## config.mk

```make
export PLATFORM = sky130hd
export DESIGN_NAME = ssx_exec
export DESIGN_NICKNAME = d
export VERILOG_FILES = /design/src/hw/ssx_pkg.sv /design/src/hw/ssx_exec.sv
export VERILOG_INCLUDE_DIRS = /design/src /design/src/hw
export SDC_FILE = /design/constraint.sdc
export NUM_CORES = 1
export LEC_CHECK = 0
export ABC_AREA = 0
export BUFFER_PORTS_ARGS = -buffer_cell sky130_fd_sc_hd__buf_2
export CORE_MARGIN = 2
export CORE_UTILIZATION = 51
export DETAILED_ROUTE_END_ITERATION = 16
export HOLD_SLACK_MARGIN = 0.15
export PLACE_DENSITY = 0.91
export SYNTH_ARGS = -nofsm -noshare
export SYNTH_HDL_FRONTEND = slang
export SYNTH_SLANG_ARGS = --single-unit
```

## constraint.sdc

```tcl
create_clock -name clk -period 4.1 [get_ports clk]
set_clock_uncertainty 0.05 [all_clocks]
set_input_delay 0.41 -clock clk [delete_from_list [all_inputs] [get_ports clk]]
set_output_delay 0.41 -clock clk [all_outputs]
set_load 0.1 [all_outputs]
```

## src/hw/ssx_regs.svh

```systemverilog
`ifndef SSX_REGS_SVH
`define SSX_REGS_SVH
// Program counter and ROM geometry
`define SSX_PC_W 15
`define SSX_PAGE_W 8
`define SSX_LAST_PAGE 7'h7F
`define SSX_PC_RST 15'h0000
`define SSX_ACC_RST 8'h00
`define SSX_THB_RST 8'h00
// Cycles taken by a skip that is taken
`define SSX_SKIP_CYCLES 2
`endif

```

## src/hw/ssx_pkg.sv

```systemverilog
package ssx_pkg;
	typedef enum logic [3:0] {
		SSX_OP_NONE = 4'h0,
		SSX_OP_SWAP_ACC = 4'h1,
		SSX_OP_SKZ = 4'h2,
		SSX_OP_MOVSKZ = 4'h3,
		SSX_OP_BITSKZ = 4'h4,
		SSX_OP_TRDC = 4'h5,
		SSX_OP_TRDL = 4'h6,
		SSX_OP_XORA = 4'h7,
		SSX_OP_XOR_MEM = 4'h8,
		SSX_OP_XORI = 4'h9
	} ssx_op_e;
	typedef enum logic [1:0] {
		SSX_ST_EXEC = 2'h1,
		SSX_ST_DUMMY = 2'h2
	} ssx_state_e;
endpackage

```

## src/hw/ssx_exec.sv

```systemverilog
`timescale 1ns/100ps
`include "ssx_regs.svh"
// Summary of operation
// - Swap nibbles of memory byte into accumulator, memory left unchanged.
// - Skip if byte zero: discard prefetch, dummy cycle, 2 cycles; else 1.
// - Copy byte to accumulator, skip next instruction when byte is zero.
// - Skip next instruction when selected bit of memory byte is zero.
// - Current-page table read: low byte to memory, high byte to table high.
// - Last-page table read: low byte to memory, high byte to table high.
// - Accumulator gets accumulator XOR memory; only zero flag updated.
// - Memory gets memory XOR accumulator; zero flag updated.
// - Accumulator gets accumulator XOR immediate; zero flag updated.
module ssx_exec (
	input wire logic clk,
	input wire logic arst_n,
	input wire logic instr_valid,
	input wire ssx_pkg::ssx_op_e op,
	input wire logic [2:0] bit_sel,
	input wire logic [7:0] imm,
	input wire logic [7:0] mem_rdata,
	input wire logic [7:0] table_pointer,
	input wire logic [15:0] rom_rdata,
	output logic [`SSX_PC_W-1:0] rom_addr,
	output logic [7:0] mem_wdata,
	output logic mem_we,
	output logic [7:0] acc,
	output logic [7:0] table_high_byte_reg,
	output logic zero_flag,
	output logic [`SSX_PC_W-1:0] pc,
	output logic dummy_cycle
);
	// Sequencer state
	ssx_pkg::ssx_state_e state_reg;
	ssx_pkg::ssx_state_e state_next;
	logic [`SSX_PC_W-1:0] pc_reg;
	logic [`SSX_PC_W-1:0] pc_next;

	// Accumulator and zero flag
	logic [7:0] acc_reg;
	logic [7:0] acc_next;
	logic z_reg;
	logic z_next;

	// Table high byte and memory write port
	logic [7:0] thb_reg;
	logic [7:0] thb_next;
	logic [7:0] wdata_reg;
	logic [7:0] wdata_next;
	logic we_reg;
	logic we_next;

	// Shared decode
	logic exec_take;
	logic skip_take;
	logic [7:0] xor_mem;
	logic [7:0] xor_imm;
	logic [7:0] bit_clear;
	logic sel_bit_clear;

	// All-zero test, shared by the two byte-zero skips and the zero flag
	function automatic logic is_zero(input logic [7:0] v);
		return v == 8'h00;
	endfunction

	// Both table reads share the write and high byte path
	function automatic logic is_table_op(input ssx_pkg::ssx_op_e o);
		return (o == ssx_pkg::SSX_OP_TRDC) || (o == ssx_pkg::SSX_OP_TRDL);
	endfunction

	// A word offered in the dummy cycle is the discarded one and is ignored
	assign exec_take = instr_valid && (state_reg == ssx_pkg::SSX_ST_EXEC);

	assign xor_mem = acc_reg ^ mem_rdata;
	assign xor_imm = acc_reg ^ imm;

	// One comparator per bit position for the bit-test skip
	genvar gi;
	generate
		for (gi = 0; gi < 8; gi++) begin : g_bit
			assign bit_clear[gi] = (bit_sel == 3'(gi)) && !mem_rdata[gi];
		end
	endgenerate

	assign sel_bit_clear = |bit_clear;

	// Table address: page bits from current pc or last page, low byte from pointer
	always_comb begin
		if (op == ssx_pkg::SSX_OP_TRDL) begin
			rom_addr = {`SSX_LAST_PAGE, table_pointer};
		end else begin
			rom_addr = {pc_reg[`SSX_PC_W-1:`SSX_PAGE_W], table_pointer};
		end
	end

	// Skip decision for the three skipping instructions
	always_comb begin
		skip_take = 1'h0;
		if (exec_take) begin
			unique case (op)
				ssx_pkg::SSX_OP_SKZ: begin
					skip_take = is_zero(mem_rdata);
				end
				ssx_pkg::SSX_OP_MOVSKZ: begin
					skip_take = is_zero(mem_rdata);
				end
				ssx_pkg::SSX_OP_BITSKZ: begin
					skip_take = sel_bit_clear;
				end
				default: begin
					skip_take = 1'h0;
				end
			endcase
		end
	end

	// Sequencer: pc moves in every executed or dummy cycle
	always_comb begin
		state_next = state_reg;
		pc_next = pc_reg;
		unique case (state_reg)
			ssx_pkg::SSX_ST_EXEC: begin
				if (exec_take) begin
					pc_next = pc_reg + `SSX_PC_W'(1);
				end
				if (skip_take) begin
					state_next = ssx_pkg::SSX_ST_DUMMY;
				end
			end
			ssx_pkg::SSX_ST_DUMMY: begin
				// Nothing but the pc moves past the discarded word
				pc_next = pc_reg + `SSX_PC_W'(1);
				state_next = ssx_pkg::SSX_ST_EXEC;
			end
			default: begin
				state_next = ssx_pkg::SSX_ST_EXEC;
			end
		endcase
	end

	always_ff @(posedge clk or negedge arst_n) begin
		if (!arst_n) begin
			state_reg <= ssx_pkg::SSX_ST_EXEC;
			pc_reg <= `SSX_PC_RST;
		end else begin
			state_reg <= state_next;
			pc_reg <= pc_next;
		end
	end

	// Accumulator and zero flag; dummy cycle leaves both alone
	always_comb begin
		acc_next = acc_reg;
		z_next = z_reg;
		if (exec_take) begin
			unique case (op)
				ssx_pkg::SSX_OP_SWAP_ACC: begin
					acc_next = {mem_rdata[3:0], mem_rdata[7:4]};
				end
				ssx_pkg::SSX_OP_MOVSKZ: begin
					acc_next = mem_rdata;
				end
				ssx_pkg::SSX_OP_XORA: begin
					acc_next = xor_mem;
					z_next = is_zero(xor_mem);
				end
				ssx_pkg::SSX_OP_XOR_MEM: begin
					z_next = is_zero(xor_mem);
				end
				ssx_pkg::SSX_OP_XORI: begin
					acc_next = xor_imm;
					z_next = is_zero(xor_imm);
				end
				default: begin
					acc_next = acc_reg;
				end
			endcase
		end
	end

	always_ff @(posedge clk or negedge arst_n) begin
		if (!arst_n) begin
			acc_reg <= `SSX_ACC_RST;
			z_reg <= 1'h0;
		end else begin
			acc_reg <= acc_next;
			z_reg <= z_next;
		end
	end

	// Memory write port and table high byte; write strobe lasts one cycle
	always_comb begin
		thb_next = thb_reg;
		wdata_next = wdata_reg;
		we_next = 1'h0;
		if (exec_take && is_table_op(op)) begin
			wdata_next = rom_rdata[7:0];
			we_next = 1'h1;
			thb_next = rom_rdata[15:8];
		end
		if (exec_take && (op == ssx_pkg::SSX_OP_XOR_MEM)) begin
			wdata_next = xor_mem;
			we_next = 1'h1;
		end
	end

	always_ff @(posedge clk or negedge arst_n) begin
		if (!arst_n) begin
			thb_reg <= `SSX_THB_RST;
			wdata_reg <= 8'h00;
			we_reg <= 1'h0;
		end else begin
			thb_reg <= thb_next;
			wdata_reg <= wdata_next;
			we_reg <= we_next;
		end
	end

	// Outputs straight from the registers
	assign acc = acc_reg;
	assign table_high_byte_reg = thb_reg;
	assign zero_flag = z_reg;
	assign pc = pc_reg;
	assign mem_wdata = wdata_reg;
	assign mem_we = we_reg;

	// High for the one cycle that replaces the discarded word
	assign dummy_cycle = (state_reg == ssx_pkg::SSX_ST_DUMMY);

endmodule

```

==> flow_summary_export.csv <==
group,metric,value,unit
layout,fillers,385,
setup_path,worstSetupStartpointType,"primary input",
logic_synthesis,synth_edf_count,0,
sta,finalCriticalPeriod,2.47,ns
detailed_routing,ant_nets,0,
logic_synthesis,seq_area_frac_synth,0.438,
place,place_ws,1.64,ns
detailed_routing,drc,0,
logic_synthesis,ys_warn_count,0,
layout,final_util,0.628,
cts,cts_tree,"built",
setup_path,required,3.64,ns
floorplan,die_h,73.4,um
layout,largest_reg_flops,15,
cts,clock_latency,0.30,ns
sta,worst_slew_pin_slew,0.921,ns
place,io_buffers,90,
global_routing,first_global_vias,1748,
floorplan,core,0.00469,mm^2
logic_synthesis,syn-mean-instance-area,10.4,um^2
sta,fmax,405,MHz
detailed_routing,drt-initial-drc-count,75,
detailed_routing,wirelength,5590,um
sta,period_share,0.603,
global_routing,grt_usage,0.204,
sta,relSlewSlack,0.386,
sta,setup_tns,0,ns
logic_synthesis,synth.ff_latch_count,43,
sta,hold_violations,0,
setup_path,crit_fanout,16,
detailed_routing,wl_per_cell,15.2,um
setup_path,r2r_start,"state_reg[0]",
place,dp_hpwl,4290,um
layout,area_growth,19.9,%
logic_synthesis,ys.flop_type,"dfrtp_1",
logic_synthesis,syn_area,0.00246,mm^2
layout,layout_commonest_cell,"buf_2",
global_routing,grt_pass1_wl,8390,um
run,cap_violations,0,
floorplan,die_area,0.00539,mm^2
logic_synthesis,synth_cell_types,41,
pwr,p_leak,1.48,nW
global_routing,grt_max_degree,44,
sta,slew_violations,0,
cts,postCtsSetupBuffers,0,
layout,diodes,0,
floorplan,rows,25,
layout,drive_gt1_frac,0.378,
cts,cts_root_buf,"clkbuf_8",
setup_path,reg2reg_to,"mem_wdata[7]",
setup_path,endpoint_kind,"output pin",
pwr,vdd_drop_max,0.672,mV
cts,cts.repair.resized,0,
layout,final_cell_mix,"90 x buf_2, 42 x dfrtp_1, 22 x xor2_1",
worst_hold_path,hp-class,"in -> async",
setup_path,reg2reg_slack,2.07,ns
cts,cts_max_level,2,
setup_path,critPathKind,"in -> out",
pwr,finalPower,0.00220,W
logic_synthesis,syn-instance-count,236,
cts,clockBufferDepth,2,
sta,setup_viol,0,
sta,rsz0062_at_grt,"no",
detailed_routing,dr.pass1.iters,4,
sta,fin_ws,1.63,ns
place,finalWeightedCongestion,0.859,
global_routing,antenna_found_initial,0,
outcome,status,"finished clean",
logic_synthesis,ys_async_sr_fraction,1.00,
cts,cts_buffers,5,
pwr,p_per_area,746,mW/mm^2
floorplan,ioPinCount,107,
detailed_routing,vias_per_cell,5.46,
sta,hold_slack,0.188,ns
setup_path,arrival,2.01,ns
logic_synthesis,syn-num-nets,287,
cts,clk_pin_slew,0.08,ns
global_routing,globalRouteOverflowTotal,0,
floorplan,floorplan.initialDensity,0.524,
layout,nNetsFinal,365,
floorplan,die_w,73.4,um
detailed_routing,dr_total_vias,2013,
setup_path,r2r_cells,4,
cts,cts_hold_buf,0,
cts,cts.sinks,43,
==> worst max-delay path, cell delays in order <==
cell	delay [ns]
buf_2	0.24
and3b_1	0.40
nor2b_1	0.36
or2_2	0.18
buf_2	0.42
==> where the power goes <==
group          internal (W)  switching [W]  total (W)
combinational      0.000225        0.00104    0.00127
sequential         0.000533       0.000102   0.000635
clock              0.000153       0.000146   0.000299
==> cell families (layout without fill, tap and decap cells) <==
logic type                 count (synthesis)  in the layout  share of synthesized area
buffers and inverters                     22            101                     0.0585
DFF                                       43             43                      0.438
and+or+nand+nor                           87             87                      0.205
adders and majority gates                  1              1                    0.00509
muxes                                     12             12                     0.0636
AOI/OAI and AO/OA                         40             40                      0.119
xor gates and xnor gates                  31             31                      0.110
==> metrics by stage <==
stage / cell area [um^2] / cells
2_1_floorplan: 2460 / 236
3_3_place_gp: 2840 / 361
3_5_place_dp: 2840 / 361
4_1_cts: 2950 / 369
5_1_grt: 2950 / 369
6_report: 2950 / 369
==> final cells by class <==
class,instances,area (um^2),share of cell area
multi-input combinational,171,1240,0.420
sequential,43,1080,0.365
timing repair buffer,90,450,0.153
clock buffer,7,96.3,0.0327
tap,54,67.6,0.0229
inverter,3,11.3,0.00382
clock inverter,1,7.51,0.00255
==> how the worst max path moves through the flow <==
stage	startpoint	endpoint	depth (start not counted)	slack, ns
3_3_place_gp	op[2]	rom_addr[13]	5	1.76
2_1_floorplan	pc[0]	pc[12]	5	1.77
3_5_place_dp	op[2]	rom_addr[11]	5	1.64
4_1_cts	op[2]	rom_addr[11]	5	1.65
5_1_grt	op[2]	rom_addr[8]	5	1.48
6_report	op[2]	rom_addr[8]	5	1.63
==> synthesized netlist by cell type (2+ instances only) <==
cell type | n | area share
buf_4 | 8 | 0.024
a21oi_1 | 11 | 0.022
nor2_1 | 10 | 0.015
and3b_1 | 2 | 0.0071
and3_1 | 4 | 0.010
nand2_1 | 18 | 0.027
a21o_1 | 2 | 0.0061
buf_6 | 4 | 0.018
and2b_1 | 8 | 0.024
nand3_1 | 5 | 0.010
dfrtp_1 | 42 | 0.43
inv_1 | 3 | 0.0046
o22ai_1 | 8 | 0.020
nor4_1 | 5 | 0.013
xor2_1 | 22 | 0.078
nor2b_1 | 10 | 0.025
o22a_1 | 8 | 0.028
xnor2_1 | 9 | 0.032
clkbuf_1 | 6 | 0.0092
a221o_1 | 8 | 0.033
mux2_2 | 9 | 0.041
or3_1 | 2 | 0.0051
mux4_2 | 2 | 0.018
or2_2 | 8 | 0.020
nand4_1 | 4 | 0.010
and4_1 | 2 | 0.0071
a211oi_1 | 2 | 0.0061
==> layer usage <==
layer	routed length [um]	track usage	vias to the layer above	share of wire
met1	2550	0.279	943	0.46
li1	-	-	992	-
met4	79	0.0586	0	0.014
met2	2660	0.329	67	0.48
met5	0	0	-	0
met3	302	0.0412	11	0.054
(Power assumes the default switching activity.)
